**src/rtl/spc_pkg.sv**
```systemverilog
// Shared constants and carrier types for the self-programming flash control.
// Assumes a single 200 MHz system clock and an Avalon-MM register master.
package spc_pkg;

	// ------------------------------------------------------------------
	// Register map (byte addresses on the Avalon bus)
	// ------------------------------------------------------------------
	localparam logic [3:0] CTRL_OFFSET = 4'h0;
	localparam logic [3:0] BOOT_OFFSET = 4'h4;
	localparam logic [7:0] CTRL_RESET = 8'h00;

	// Control/status bit positions
	localparam int IRQ_EN_BIT = 7;
	localparam int BUSY_BIT = 6;
	localparam int SIG_BIT = 5;

	// Accepted command patterns in the low five control bits
	localparam logic [4:0] CMD_FILL = 5'h01;
	localparam logic [4:0] CMD_ERASE = 5'h03;
	localparam logic [4:0] CMD_WRITE = 5'h05;
	localparam logic [4:0] CMD_LOCK = 5'h09;
	localparam logic [4:0] CMD_REEN = 5'h11;

	// ------------------------------------------------------------------
	// Timing: store window and load window in system clock cycles
	// ------------------------------------------------------------------
	localparam logic [2:0] STORE_WIN = 3'h4;
	localparam logic [2:0] LOAD_WIN = 3'h3;
	localparam logic [2:0] LOAD_LIMIT = STORE_WIN - LOAD_WIN;

	// Reset vectors and pointer width
	localparam int PTR_W = 16;
	localparam logic [15:0] APP_RESET_ADDR = 16'h0000;

	typedef enum {
		SPC_IDLE,
		SPC_ARMED,
		SPC_BUSY
	} spc_state_t;

	typedef enum logic [1:0] {
		SPC_OP_ERASE,
		SPC_OP_WRITE,
		SPC_OP_LOCK
	} spc_op_kind_t;

	// Instruction strobes from the processor core
	typedef struct packed {
		logic store;
		logic load;
		logic [15:0] pointer;
		logic [15:0] dataPair;
	} spc_core_req_t;

	// Operation request towards the flash array
	typedef struct packed {
		logic start;
		spc_op_kind_t kind;
		logic [15:0] page;
		logic [7:0] lockData;
	} spc_flash_op_t;

endpackage

```
**src/rtl/spc_flash_ctrl.sv**
```systemverilog
// Self-programming flash control: reset-vector choice, control/status
// register, temporary page buffer and command sequencing.
// Assumes core strobes and flash-array signals share clk; fuse and boot pin
// inputs are asynchronous and are synchronised here.
`timescale 1ns/1ps

module spc_flash_ctrl #(
	parameter int PAGE_WORDS = 64,
	parameter logic [15:0] BOOT_RESET_ADDR = 16'h3000,
	parameter logic [15:0] NO_READ_WHILE_WRITE_AREA_START = 16'h3000
) (
	// System
	input wire logic clk,
	input wire logic reset_n,
	// Avalon-MM register slave
	input wire logic [3:0] avs_address,
	input wire logic avs_read,
	input wire logic avs_write,
	input wire logic [31:0] avs_writedata,
	output logic [31:0] avs_readdata,
	output logic avs_waitrequest,
	// Processor core
	input wire spc_pkg::spc_core_req_t coreReq,
	input wire logic globalIrqEnable,
	output logic loadValid,
	output logic [7:0] loadData,
	output logic cpuHalt,
	output logic progReadyIrq,
	output logic rwAreaBlocked,
	// Fuses, boot pin and reset vector
	input wire logic bootVectorFuse,
	input wire logic hwBootEnableFuse,
	input wire logic hwBootPin,
	output logic [15:0] resetVector,
	// Flash array
	output spc_pkg::spc_flash_op_t flashOp,
	input wire logic flashOpDone,
	input wire logic [7:0] lockBitsIn,
	input wire logic [7:0] fuseLowIn,
	input wire logic [7:0] sigRowData,
	output logic [15:0] sigRowAddr,
	input wire logic [$clog2(PAGE_WORDS)-1:0] bufReadAddr,
	output logic [15:0] bufReadData
);

	localparam int IDX_W = $clog2(PAGE_WORDS);

	// ------------------------------------------------------------------
	// Elaboration checks
	// ------------------------------------------------------------------
	if (PAGE_WORDS < 2 || (1 << IDX_W) != PAGE_WORDS ||
		IDX_W + 2 > spc_pkg::PTR_W) begin : g_bad_page
		$error("PAGE_WORDS must be a power of two that fits the pointer");
	end

	// ------------------------------------------------------------------
	// Declarations
	// ------------------------------------------------------------------
	spc_pkg::spc_state_t state;
	logic irqEnable;
	logic busy;
	logic [5:0] cmd;
	logic [2:0] winCnt;
	logic [2:0] pinSync1;
	logic [2:0] pinSync2;
	logic inReset;
	logic opNrww;
	logic [15:0] pageBuf [PAGE_WORDS];
	logic [PAGE_WORDS-1:0] bufWritten;
	logic bufClear;
	logic bufStore;
	logic wrCtrl;
	logic acceptCmd;
	logic validCmd;
	logic storeHit;
	logic loadHit;
	logic [IDX_W-1:0] wordIdx;
	logic [15:0] pageAddr;
	logic ptrNrww;
	logic [31:0] next_readdata;

	// ------------------------------------------------------------------
	// Decode
	// ------------------------------------------------------------------
	// Word index drops pointer bit 0; page bits sit above it
	assign wordIdx = coreReq.pointer[IDX_W:1];
	assign pageAddr = {coreReq.pointer[spc_pkg::PTR_W-1:IDX_W+1],
		{(IDX_W+1){1'b0}}};
	assign ptrNrww = coreReq.pointer >= NO_READ_WHILE_WRITE_AREA_START;
	assign wrCtrl = avs_write && !avs_waitrequest &&
		avs_address == spc_pkg::CTRL_OFFSET;
	// Signature read rides only on the plain enable pattern
	assign validCmd = avs_writedata[spc_pkg::SIG_BIT] ?
		avs_writedata[4:0] == spc_pkg::CMD_FILL :
		(avs_writedata[4:0] == spc_pkg::CMD_FILL ||
		avs_writedata[4:0] == spc_pkg::CMD_ERASE ||
		avs_writedata[4:0] == spc_pkg::CMD_WRITE ||
		avs_writedata[4:0] == spc_pkg::CMD_LOCK ||
		avs_writedata[4:0] == spc_pkg::CMD_REEN);
	// A second command while one is armed is dropped, never queued
	assign acceptCmd = wrCtrl && validCmd &&
		state == spc_pkg::SPC_IDLE;
	assign storeHit = coreReq.store && state == spc_pkg::SPC_ARMED;
	assign loadHit = coreReq.load && state == spc_pkg::SPC_ARMED &&
		winCnt > spc_pkg::LOAD_LIMIT && (cmd[spc_pkg::SIG_BIT] ||
		cmd[4:0] == spc_pkg::CMD_LOCK);
	assign bufStore = storeHit && cmd == {1'b0, spc_pkg::CMD_FILL};
	// Re-enable command write or page write done: buffer forgets contents
	assign bufClear = (acceptCmd &&
		avs_writedata[4:0] == spc_pkg::CMD_REEN) ||
		(state == spc_pkg::SPC_BUSY && flashOpDone &&
		flashOp.kind == spc_pkg::SPC_OP_WRITE);

	// ------------------------------------------------------------------
	// Avalon slave: one wait cycle, then the transfer completes
	// ------------------------------------------------------------------
	always_comb begin
		next_readdata = 32'h0000_0000;
		unique case (avs_address)
			spc_pkg::CTRL_OFFSET: next_readdata = {24'h00_0000, irqEnable,
				busy, cmd};
			spc_pkg::BOOT_OFFSET: next_readdata = {16'h0000, resetVector};
			default: next_readdata = 32'h0000_0000;
		endcase
	end

	always_ff @(posedge clk) begin
		if (!reset_n) begin
			avs_waitrequest <= 1'b1;
			avs_readdata <= 32'h0000_0000;
		end else begin
			avs_waitrequest <= !((avs_read || avs_write) && avs_waitrequest);
			if (avs_read && avs_waitrequest) begin
				avs_readdata <= next_readdata;
			end
		end
	end

	// ------------------------------------------------------------------
	// Boot selection
	// ------------------------------------------------------------------
	// Fuses and pin cross in; fuses are read only, no write path exists
	always_ff @(posedge clk) begin
		pinSync1 <= {bootVectorFuse, hwBootEnableFuse, hwBootPin};
		pinSync2 <= pinSync1;
	end

	// Vector decided at the first edge after release of reset
	always_ff @(posedge clk) begin
		if (!reset_n) begin
			inReset <= 1'b1;
			resetVector <= spc_pkg::APP_RESET_ADDR;
		end else if (inReset) begin
			inReset <= 1'b0;
			if (!pinSync2[2] || (!pinSync2[1] && !pinSync2[0])) begin
				resetVector <= BOOT_RESET_ADDR;
			end else begin
				resetVector <= spc_pkg::APP_RESET_ADDR;
			end
		end
	end

	// ------------------------------------------------------------------
	// Control register and command sequencer
	// ------------------------------------------------------------------
	// Interrupt enable may change at any time, even mid-operation
	always_ff @(posedge clk) begin
		if (!reset_n) begin
			irqEnable <= spc_pkg::CTRL_RESET[spc_pkg::IRQ_EN_BIT];
		end else if (wrCtrl) begin
			irqEnable <= avs_writedata[spc_pkg::IRQ_EN_BIT];
		end
	end

	// Window starts at the write edge and closes after four cycles
	always_ff @(posedge clk) begin
		if (!reset_n) begin
			state <= spc_pkg::SPC_IDLE;
			cmd <= spc_pkg::CTRL_RESET[5:0];
			winCnt <= 3'h0;
		end else begin
			unique case (state)
				spc_pkg::SPC_IDLE: begin
					if (acceptCmd) begin
						state <= spc_pkg::SPC_ARMED;
						cmd <= avs_writedata[5:0];
						winCnt <= spc_pkg::STORE_WIN;
					end
				end
				spc_pkg::SPC_ARMED: begin
					winCnt <= winCnt - 3'h1;
					if (storeHit && (cmd == {1'b0, spc_pkg::CMD_ERASE} ||
						cmd == {1'b0, spc_pkg::CMD_WRITE} ||
						cmd == {1'b0, spc_pkg::CMD_LOCK})) begin
						state <= spc_pkg::SPC_BUSY;
					end else if (storeHit || loadHit || winCnt == 3'h1) begin
						state <= spc_pkg::SPC_IDLE;
						cmd <= 6'h00;
					end
				end
				spc_pkg::SPC_BUSY: begin
					// Enable and command bits stay up until the array is done
					if (flashOpDone) begin
						state <= spc_pkg::SPC_IDLE;
						cmd <= 6'h00;
					end
				end
			endcase
		end
	end

	// Busy: set by an erase or write start outside the no-read-while-write area, cleared by a fill or re-enable store
	always_ff @(posedge clk) begin
		if (!reset_n) begin
			busy <= spc_pkg::CTRL_RESET[spc_pkg::BUSY_BIT];
		end else if (storeHit && !ptrNrww &&
			(cmd == {1'b0, spc_pkg::CMD_ERASE} ||
			cmd == {1'b0, spc_pkg::CMD_WRITE})) begin
			busy <= 1'b1;
		end else if (bufStore ||
			(storeHit && cmd == {1'b0, spc_pkg::CMD_REEN})) begin
			busy <= 1'b0;
		end
	end

	// ------------------------------------------------------------------
	// Flash array request, latched at the start
	// ------------------------------------------------------------------
	always_ff @(posedge clk) begin
		if (!reset_n) begin
			flashOp <= '0;
			opNrww <= 1'b0;
		end else begin
			flashOp.start <= 1'b0;
			if (storeHit && cmd == {1'b0, spc_pkg::CMD_ERASE}) begin
				flashOp.start <= 1'b1;
				flashOp.kind <= spc_pkg::SPC_OP_ERASE;
				flashOp.page <= pageAddr;
				opNrww <= ptrNrww;
			end else if (storeHit && cmd == {1'b0, spc_pkg::CMD_WRITE}) begin
				flashOp.start <= 1'b1;
				flashOp.kind <= spc_pkg::SPC_OP_WRITE;
				flashOp.page <= pageAddr;
				opNrww <= ptrNrww;
			end else if (storeHit && cmd == {1'b0, spc_pkg::CMD_LOCK}) begin
				// Pointer and high data byte play no part here
				flashOp.start <= 1'b1;
				flashOp.kind <= spc_pkg::SPC_OP_LOCK;
				flashOp.lockData <= coreReq.dataPair[7:0];
				opNrww <= 1'b0;
			end
		end
	end

	// Halt while an erase or write targets the no-read-while-write area
	always_ff @(posedge clk) begin
		if (!reset_n) begin
			cpuHalt <= 1'b0;
		end else begin
			cpuHalt <= (flashOp.start && opNrww) ||
				(cpuHalt && !flashOpDone);
		end
	end

	// Status outputs seen by the core
	always_ff @(posedge clk) begin
		if (!reset_n) begin
			progReadyIrq <= 1'b0;
			rwAreaBlocked <= 1'b0;
		end else begin
			progReadyIrq <= irqEnable && globalIrqEnable && !cmd[0];
			rwAreaBlocked <= busy;
		end
	end

	// ------------------------------------------------------------------
	// Special loads: lock, fuse and signature bytes
	// ------------------------------------------------------------------
	// Signature address trails the pointer by one cycle
	always_ff @(posedge clk) begin
		if (!reset_n) begin
			loadValid <= 1'b0;
			loadData <= 8'h00;
			sigRowAddr <= 16'h0000;
		end else begin
			sigRowAddr <= coreReq.pointer;
			loadValid <= loadHit;
			if (loadHit && cmd[spc_pkg::SIG_BIT]) begin
				loadData <= sigRowData;
			end else if (loadHit) begin
				loadData <= coreReq.pointer[0] ? lockBitsIn : fuseLowIn;
			end
		end
	end

	// ------------------------------------------------------------------
	// Temporary page buffer
	// ------------------------------------------------------------------
	// Each word takes one write between clears; later writes are dropped
	for (genvar i = 0; i < PAGE_WORDS; i++) begin : g_buf
		always_ff @(posedge clk) begin
			if (!reset_n || bufClear) begin
				bufWritten[i] <= 1'b0;
			end else if (bufStore && wordIdx == IDX_W'(i) &&
				!bufWritten[i]) begin
				bufWritten[i] <= 1'b1;
				pageBuf[i] <= coreReq.dataPair;
			end
		end
	end

	// Array reads the buffer; a cleared word reads as zero, stale data hidden
	always_ff @(posedge clk) begin
		if (!reset_n) begin
			bufReadData <= 16'h0000;
		end else if (bufWritten[bufReadAddr]) begin
			bufReadData <= pageBuf[bufReadAddr];
		end else begin
			bufReadData <= 16'h0000;
		end
	end
endmodule

```
**config.mk**
```make
export PLATFORM = sky130hd
export DESIGN_NAME = spc_flash_ctrl
export DESIGN_NICKNAME = d
export VERILOG_FILES = /design/src/rtl/spc_pkg.sv /design/src/rtl/spc_flash_ctrl.sv
export SDC_FILE = /design/constraint.sdc
export NUM_CORES = 1
export LEC_CHECK = 0
export BUFFER_PORTS_ARGS = -buffer_cell sky130_fd_sc_hd__buf_4
export CORE_ASPECT_RATIO = 0.75
export CORE_MARGIN = 2
export CORE_UTILIZATION = 47
export CTS_BUF_LIST = sky130_fd_sc_hd__clkbuf_2
export DETAILED_ROUTE_END_ITERATION = 16
export SLEW_MARGIN = 20
export SYNTH_ARGS = -nofsm -noshare
export SYNTH_HDL_FRONTEND = slang
export SYNTH_SLANG_ARGS = --single-unit
```
**constraint.sdc**
```tcl
create_clock -name clk -period 8.1 [get_ports clk]
set_input_delay 0.405 -clock clk [delete_from_list [all_inputs] [get_ports clk]]
set_output_delay 0.405 -clock clk [all_outputs]
set_load 0.005 [all_outputs]
```
**Yosys cells after proc, flatten, opt, wreduce, memory -nomap -nowiden**

Memories as Yosys holds them, arrays and structs flattened. A register that Yosys moved wholly into a read port is not among the register bits.
Index checks and enable logic that the tools add are counted.
Widths: inputs -> output; s select.

- Memories kept: 1
- Register bits after elaboration: 212
- RAM bits: 1,024

Memories:

| name | words | bits a word | rd ports | clocked after memory_dff | write ports | line | text |
|---|---|---|---|---|---|---|---|
| pageBuf | 64 | 16 | 1 | 1 | 1 | spc_flash_ctrl.sv:68 | `logic [15:0] pageBuf [PAGE_WORDS];` |

- Equality and inequality tests: 86
- Add/subtract/negate cells: 1
- Bitwise gates (word level): 3
- $lt $le $gt $ge: 3
- Multiplexer cells: 411
- Reduce and logical (&&, ||, !) cells: 324

Operators by type and width:

| kind | count |
|---|---|
| $mux 16 | 64 |
| $reduce_or 16->1 | 63 |
| $mux 6 | 67 |
| $mux 1 | 263 |
| $eq 6x6->1 const B | 32 |
| $logic_and 1x1->1 | 155 |
| $mux 32 | 4 |
| $eq 6x5->1 const B | 17 |
| $pmux 32 s3 | 1 |
| $logic_not 1->1 | 74 |
| $eq 32x2->1 const B | 2 |
| $logic_not 32->1 | 2 |
| $eq 6x4->1 const B | 9 |
| $eq 32x1->1 const B | 1 |
| $eq 32x3->1 const B | 1 |
| $pmux 16 s2 | 1 |
| $eq 6x3->1 const B | 5 |
| $mux 8 | 3 |
| $mux 19 | 1 |
| $eq 6x2->1 const B | 3 |
| $pmux 6 s3 | 1 |
| $ge 16x14->1 const B | 1 |
| $logic_or 1x1->1 | 15 |
| $mux 14 | 1 |
| other kinds (27) | 42 |

**Logic depth before layout (Yosys ltp)**

Gate-level depths: netlist (run 1).

- Depth in word-level cells: 77
- Depth in mapped cells: 9
- Depth with buffers taken out: 8

**Worst setup path before layout (run 1)**

No wires, ideal clock.

- Path kind: reg2reg
- Start: reg state[1]
- End: mem pageBuf[19][0] (enable)
- Slack: 4.715 ns
- Library setup time: 0.409 ns
- Data required time: 7.691 ns
- Arrival: 2.975 ns
- Buffers on the path: 0
- Stages on the path, launching flop included: 8
- Cells stage by stage: dfxtp_1 inv_1 ha_1 nand4b_2 nor4_4 nor3b_2 nand3_1 nor3_1

- Word-level cells in the longest chain between the ends: 72
- Elaborated cells between the ends (all ways): 520
- Those cells by class: 2 x eq/ne; 318 x mux; 200 x reduce/logical

RTL lines:

| what | line | text |
|---|---|---|
| start, declared | spc_flash_ctrl.sv:59 | `spc_pkg::spc_state_t state;` |
| start signal, assigned | spc_flash_ctrl.sv:178 | `state <= spc_pkg::SPC_IDLE;` |
| start signal, assigned | spc_flash_ctrl.sv:185 | `state <= spc_pkg::SPC_ARMED;` |
| start signal, assigned | spc_flash_ctrl.sv:195 | `state <= spc_pkg::SPC_BUSY;` |
| $eq 32x2->1 | spc_flash_ctrl.sv:103 | `assign storeHit = coreReq.store && state == spc_pkg::SPC_ARMED;` |
| $logic_and 1x1->1 | spc_flash_ctrl.sv:103 |  |
| $logic_and 1x1->1 | spc_flash_ctrl.sv:107 | `assign bufStore = storeHit && cmd == {1'b0, spc_pkg::CMD_FILL};` |
| $logic_and 1x1->1 (2 in a row) | spc_flash_ctrl.sv:304 | `end else if (bufStore && wordIdx == IDX_W'(i) &&` |
| $mux 1 | spc_flash_ctrl.sv:304 |  |
| $mux 1 | spc_flash_ctrl.sv:302 | `if (!reset_n \|\| bufClear) begin` |
| $mux 1 (not written as such) | spc_flash_ctrl.sv:307 | `pageBuf[i] <= coreReq.dataPair;` |
| $reduce_or 16->1 (no source line) | - |  |
| $mux 6 (no source line) or $mux 1 (tied branches) (63 in a row) | - |  |
| end, declared | spc_flash_ctrl.sv:68 |  |

Several ways; a longest one is shown, not always the timed one.

**Worst setup path after layout (run 1)**

- Start: reg state[1]
- End: reg loadData[0]

- Word-level cells in the longest chain between the ends: 6
- Elaborated cells between the ends (all ways): 7
- Those cells by class: 1 x eq/ne; 1 x mux; 5 x reduce/logical

RTL lines:

| what | line | text |
|---|---|---|
| $eq 32x2->1 (*) | spc_flash_ctrl.sv:104 | `assign loadHit = coreReq.load && state == spc_pkg::SPC_ARMED &&` |
| $logic_and 1x1->1 (*) (2 in a row) | spc_flash_ctrl.sv:104 |  |
| $logic_and 1x1->1 (*) | spc_flash_ctrl.sv:105 | `winCnt > spc_pkg::LOAD_LIMIT && (cmd[spc_pkg::SIG_BIT] \|\|` |
| $logic_and 1x1->1 | spc_flash_ctrl.sv:288 | `if (loadHit && cmd[spc_pkg::SIG_BIT]) begin` |
| $mux 8 or $reduce_bool 2->1 (tied branches) | - |  |
| end signal, assigned | spc_flash_ctrl.sv:289 | `loadData <= sigRowData;` |
| end signal, assigned | spc_flash_ctrl.sv:291 | `loadData <= coreReq.pointer[0] ? lockBitsIn : fuseLowIn;` |
| end, declared | spc_flash_ctrl.sv:26 | `output logic [7:0] loadData,` |

Mark *: on every way between the ends. The rest lies on a longest branch, timed or not.
A chain may end at the register's enable or synchronous reset.

==> results of run 1 <==
## routing by layer
layer / up-vias / track usage
met1: 13399 / 0.336
met5: - / 0
met4: 0 / 0.0947
li1: 10965 / -
met3: 207 / 0.0550
met2: 1108 / 0.376
## stage by stage
step / total power (W) / utilization / hold slack [ns] / cell area, um^2
after floorplan: 0.00711 / - / 0.310 / 45500
after global placement: 0.00736 / 0.506 / 0.317 / 48400
after detailed placement: 0.00737 / 0.506 / 0.315 / 48400
after CTS: 0.0113 / 0.557 / 0.0222 / 53200
after global routing: 0.0117 / 0.558 / 0.0189 / 53300
final: 0.0112 / 0.558 / 0.138 / 53300
## registers in the layout, indices dropped and copies added, names as in the netlist
name and flops:
cpuHalt 1, loadValid 1, bufWritten 64, irqEnable 1, cmd 6, rwAreaBlocked 1
avs_readdata 9, flashOp 20, loadData 8, avs_waitrequest 1, opNrww 1, state 2
pinSync1 3, sigRowAddr 16, pinSync2 3, progReadyIrq 1, resetVector 1, bufReadData 16
winCnt 3, inReset 1, busy 1, pageBuf 1024
## power breakdown
part	switching, W	internal, W	leakage, nW
Clock	0.00234	0.00152	2.01
Sequential	0.0000132	0.00662	10.5
Combinational	0.000413	0.000291	5.59
## path summary, 6_finish.rpt
path / startpoint / to / slack (ns)
worst max-delay path: state[1] / loadData[0] / 4.01
worst min-delay path: coreReq[22] / bufWritten[35] / 0.14
worst max register to register: state[1] / loadData[0] / 4.01
worst min register to register: pinSync1[0] / pinSync2[0] / 0.34
## cells by family (layout without fill, tap and decap cells)
logic type | Yosys count | count (layout) | share of synthesized area
buffers and inverters | 191 | 967 | 0.0214
AND/OR/NAND/NOR | 386 | 386 | 0.0408
adder cells (fa/ha/maj) | 5 | 5 | 0.00138
other | 1 | 47 | 0.0000827
XOR/XNOR | 1 | 1 | 0.000193
multiplexers | 311 | 311 | 0.144
AO/OA/AOI/OAI | 297 | 297 | 0.0439
flip-flops | 1184 | 1184 | 0.748
## area by class of cell
cell class	count	area, um^2	share of cell area
Timing Repair Buffer	448	4210	0.0791
Antenna cell	4	10.0	0.000188
Clock buffer	449	2250	0.0422
Sequential cell	1184	34000	0.637
Clock inverter	63	294	0.00552
Tap cell	1250	1560	0.0294
Inverter	7	26.3	0.000493
Multi-Input combinational cell	1043	11000	0.206
## synthesized netlist by cell type (8+ instances only)
| library cell | count | area, um^2 |
|---|---|---|
| buf_2 | 33 | 165 |
| dfxtp_1 | 160 | 3200 |
| clkbuf_1 | 74 | 278 |
| and2_1 | 27 | 169 |
| nor2b_1 | 11 | 68.8 |
| buf_1 | 21 | 78.8 |
| mux2i_1 | 38 | 380 |
| edfxtp_1 | 1024 | 30700 |
| buf_4 | 55 | 413 |
| nand2_1 | 105 | 394 |
| nand4_1 | 8 | 50.1 |
| nor3_1 | 71 | 355 |
| a21oi_1 | 105 | 526 |
| nand3_1 | 10 | 50.1 |
| mux4_2 | 272 | 6130 |
| nor2_1 | 121 | 454 |
| a22oi_1 | 170 | 1280 |
## worst reg2reg max path, stage by stage, from the launching register on
cell and delay (ns):
dfxtp_1 0.35, inv_1 0.09, ha_1 0.31, o2111ai_2 0.44, nor2_1 0.27, dlygate4sd3_1 0.60, a21oi_1 0.06, dlygate4sd3_1 0.59
mux2i_1 0.13, dlygate4sd3_1 0.56, nor2_1 0.04, dlygate4sd3_1 0.57
==> results.cfg, run 1 <==
[die]
fp-row-count = 98
dieArea_um2 = 99000
die_x_um = 363
die_y_um = 273
start_util = 0.475
num_io_pins = 229
coreArea_um2 = 95500

[cells_and_area]
layout_common_cells = 1024 x edfxtp_1, 449 x clkbuf_2, 272 x mux4_2
drive_above_1_share = 0.339
nets = 3096
final_common_cell = edfxtp_1
finalNonFillerCells = 4448
nFillCells = 7439
area.growth.synth_to_final_pct = 17.5

[timing]
fin_crit_sh = 0.505
hold_viol_final = 0
rsz0062_at_grt = no
min_period_ns = 4.09
fmax_ghz = 0.245
slew_headroom = 0.252
clock_skew_ns = 0.120
final-max-slew-violation-count = 0
finalSetupTns_ns = 0
fin_ws_ns = 4.01
setup_viol_count_final = 0
worst_slew_pin_slew_ns = 1.12

[clock_network]
clkTransAtPathRegs_ns = 0.10
clockBufferDepth = 4
htree_levels = 5
tritoncts = yes
clk_latency_ns = 1.55
hold_buffers = 204
cts_buffers = 298
cts-resized-gates = 0
cts-root-buf = clkbuf_2
clock-sinks = 1184
post_cts_buffers = 0

[detailed_routing]
routed_wirelength_um = 119000
antenna_left = 0
routed-via-count = 25679
wl_met3_um = 9360
wl_met2_um = 56000
highest_layer = met4
drtIter0Drc = 2989
drt-wirelength-per-cell_um = 26.8
wl_met1_um = 50400
viasPerCell = 5.77
drc = 0
firstDrtPassIters = 5

[placement]
dp_hpwl_um = 63400
placedCellCount = 3726
io_buffers = 160
pre_cts_ws_ns = 4.06
finalWeightedCongestion = 0.848

[yosys]
ys.flop_type = edfxtp_1
ys_seq_area_frac = 0.748
synth_area_um2 = 45400
ys_ff_latch = 1184
yosys_warnings = 0
synth_edf_count = 1024
syn_area_per_cell_um2 = 19.1
netlist_instances = 2376
postSynth.asyncResetShare = 0
yosysUniqueCellTypes = 56

[critical_path]
cp_num_cells = 11
start_kind = flip-flop
cp-end-kind = flip-flop
path_buf_inv = 5
path_cells = inv_1 -> ha_1 -> o2111ai_2 -> nor2_1 -> dlygate4sd3_1 -> a21oi_1 -> dlygate4sd3_1 -> mux2i_1 -> dlygate4sd3_1 -> nor2_1 -> dlygate4sd3_1
max_stage_delay_ns = 0.60
crit_top_cell = dlygate4sd3_1
path_max_fanout = 16
crit_slowest_cell = dlygate4sd3_1
crit_required_ns = 9.51
crit_family = buffers and inverters
r2r_cells = 11
crit_arrival_ns = 5.50
crit_type = flip-flop to flip-flop

[power]
leakage_nw = 18.1
powerDensity_nw_per_um2 = 210
peakVddDrop_v = 0.000151

[run_status]
outcome = completed

[global_route]
grt_pass1_wl_um = 173000
grt_max_degree = 89
antenna_found_initial = 5
overflow = 0
grt_use_total = 0.242
grt_pass1_vias = 26705

[flow_run]
cap_violations = 0

[worst_hold_path]
hold_path_class = input port to flip-flop
whs_path_depth = 5
Note: power is estimated with default switching activity, not from simulation.
==> inputs of run 2 (changes only) <==
PLACE_DENSITY = 0.66   (was unset)
clock period = 3.5 ns   (was 8.1 ns; I/O delays follow)
==> results.cfg, run 2 (synthesis gave the netlist of run 1 again) <==
[run_status]
outcome = completed

[timing]
hold_ws_ns = 0.178
fmax_ghz = 0.290
worst_slew_pin_slew_ns = 1.10
fin_crit_sh = 0.985
finalSetupTns_ns = 0
rsz0062_at_grt = no
setup_viol_count_final = 0
final-max-slew-violation-count = 0
hold_viol_final = 0
slew_headroom = 0.263
min_period_ns = 3.45
clock_skew_ns = 0.123

[critical_path]
r2r_cells = 9
crit_start = avs_address[1]
path_max_fanout = 7
cp-end-kind = flip-flop
crit_required_ns = 4.97
crit_path_end = cmd[2]
crit_slowest_cell = dlygate4sd3_1
r2r_slack_ns = 0.10
start_kind = input port
r2r-start = bufWritten[36]
max_stage_delay_ns = 0.65
rr_endpoint = bufReadData[13]
crit_arrival_ns = 4.92
crit_type = input port to flip-flop
crit_top_cell = dlygate4sd3_1
path_cells = dlygate4sd3_1 -> buf_4 -> dlygate4sd3_1 -> nor4_4 -> dlygate4sd3_1 -> nand3b_2 -> dlygate4sd3_1 -> o41ai_4 -> buf_4 -> o221ai_4 -> nor3_4 -> mux2i_1 -> dlygate4sd3_1

[die]
dieArea_um2 = 99000
coreArea_um2 = 95500
num_io_pins = 229
die_y_um = 273
fp-row-count = 98
die_x_um = 363
start_util = 0.475

[detailed_routing]
drc = 0
routed-via-count = 26173
routed_wirelength_um = 119000
drt-wirelength-per-cell_um = 26.5
antenna_left = 0
viasPerCell = 5.83
firstDrtPassIters = 8
drtIter0Drc = 3031

[cells_and_area]
largest_reg_flops = 1024
top_regs = pageBuf x1024, bufWritten x64, flashOp x20
nets = 3150
final_area_um2 = 53800
multiInputGateArea_um2 = 11000
drive_above_1_share = 0.335
final_common_cell = edfxtp_1
finalNonFillerCells = 4487
max_flop_register = pageBuf
area.growth.synth_to_final_pct = 18.7
layout_common_cells = 1024 x edfxtp_1, 423 x clkbuf_2, 272 x mux4_2
final-seq-area_um2 = 34000
nFillCells = 7211

[placement]
dpl_cell_area_um2 = 48700
dp_hpwl_um = 67100
placedCellCount = 3756
finalWeightedCongestion = 0.884
io_buffers = 160

[clock_network]
cts-root-buf = clkbuf_2
htree_levels = 5
clkTransAtPathRegs_ns = 0.12
clk_latency_ns = 1.58
clockBufferDepth = 4
tritoncts = yes
cts_buffers = 295
clock-sinks = 1184

[worst_hold_path]
whs_path_depth = 5
hold_path_class = input port to flip-flop

[global_route]
grt_use_total = 0.242
grt_pass1_wl_um = 174000
overflow = 0
grt_max_degree = 66
antenna_found_initial = 2
grt_pass1_vias = 26789

[power]
leakage_nw = 18.3
p_total_w = 0.0259
powerDensity_nw_per_um2 = 480
peakVddDrop_v = 0.000381

[flow_run]
cap_violations = 0
run 2: through the flow:
stage | worst slack (ns) | utilization
after detailed placement | 0.271 | 0.510
final | 0.0508 | 0.564
after global routing | 0.00559 | 0.564
after floorplan | 0.115 | -
after CTS | 0.0530 | 0.563
after global placement | 0.340 | 0.510
run 2: per-layer routing:
layer,routed length [um],global-route usage
met1,50100,0.357
met2,54000,0.353
met3,12300,0.0598
met4,2390,0.0830
met5,0,0
run 2: worst min path at each step:
stage	start	to	slack, ns
finish	coreReq[32]	loadValid	0.18
global placement	bootVectorFuse	pinSync1[2]	0.28
global route	coreReq[32]	loadValid	0.18
detailed placement	hwBootEnableFuse	pinSync1[1]	0.28
floorplan	hwBootPin	pinSync1[0]	0.20
CTS	coreReq[32]	loadValid	0.004
run 2: worst max-delay path, delay by kind of cell:
kind	cells	cell delay [ns]
AND/OR/NAND/NOR	3	0.81
buffers and inverters	7	3.32
AO/OA/AOI/OAI	2	0.36
multiplexers	1	0.24
run 2: timing repair:
item,CTS,global route
resized for setup,0,2
buffers inserted,0,3
hold buffers,231,0
endpoints found under the hold margin,2205,0
setup endpoints to repair,0,178
run 2: cell type report:
| type | count | area share |
|---|---|---|
| diodes | 7 | 0.000325 |
| clock buffers | 423 | 0.0393 |
| clock inverters | 68 | 0.00634 |
| inverters | 7 | 0.000488 |
| multi-input cells | 1043 | 0.204 |
| flip-flops and latches | 1184 | 0.631 |
| well taps | 1250 | 0.0291 |
| repair buffers | 505 | 0.0901 |
run 2: power breakdown:
group	switching (W)	internal [W]	total, W
Clock	0.00534	0.00342	0.00876
Combinational	0.00102	0.000733	0.00175
Sequential	0.0000291	0.0153	0.0153
Total	0.00639	0.0195	0.0259
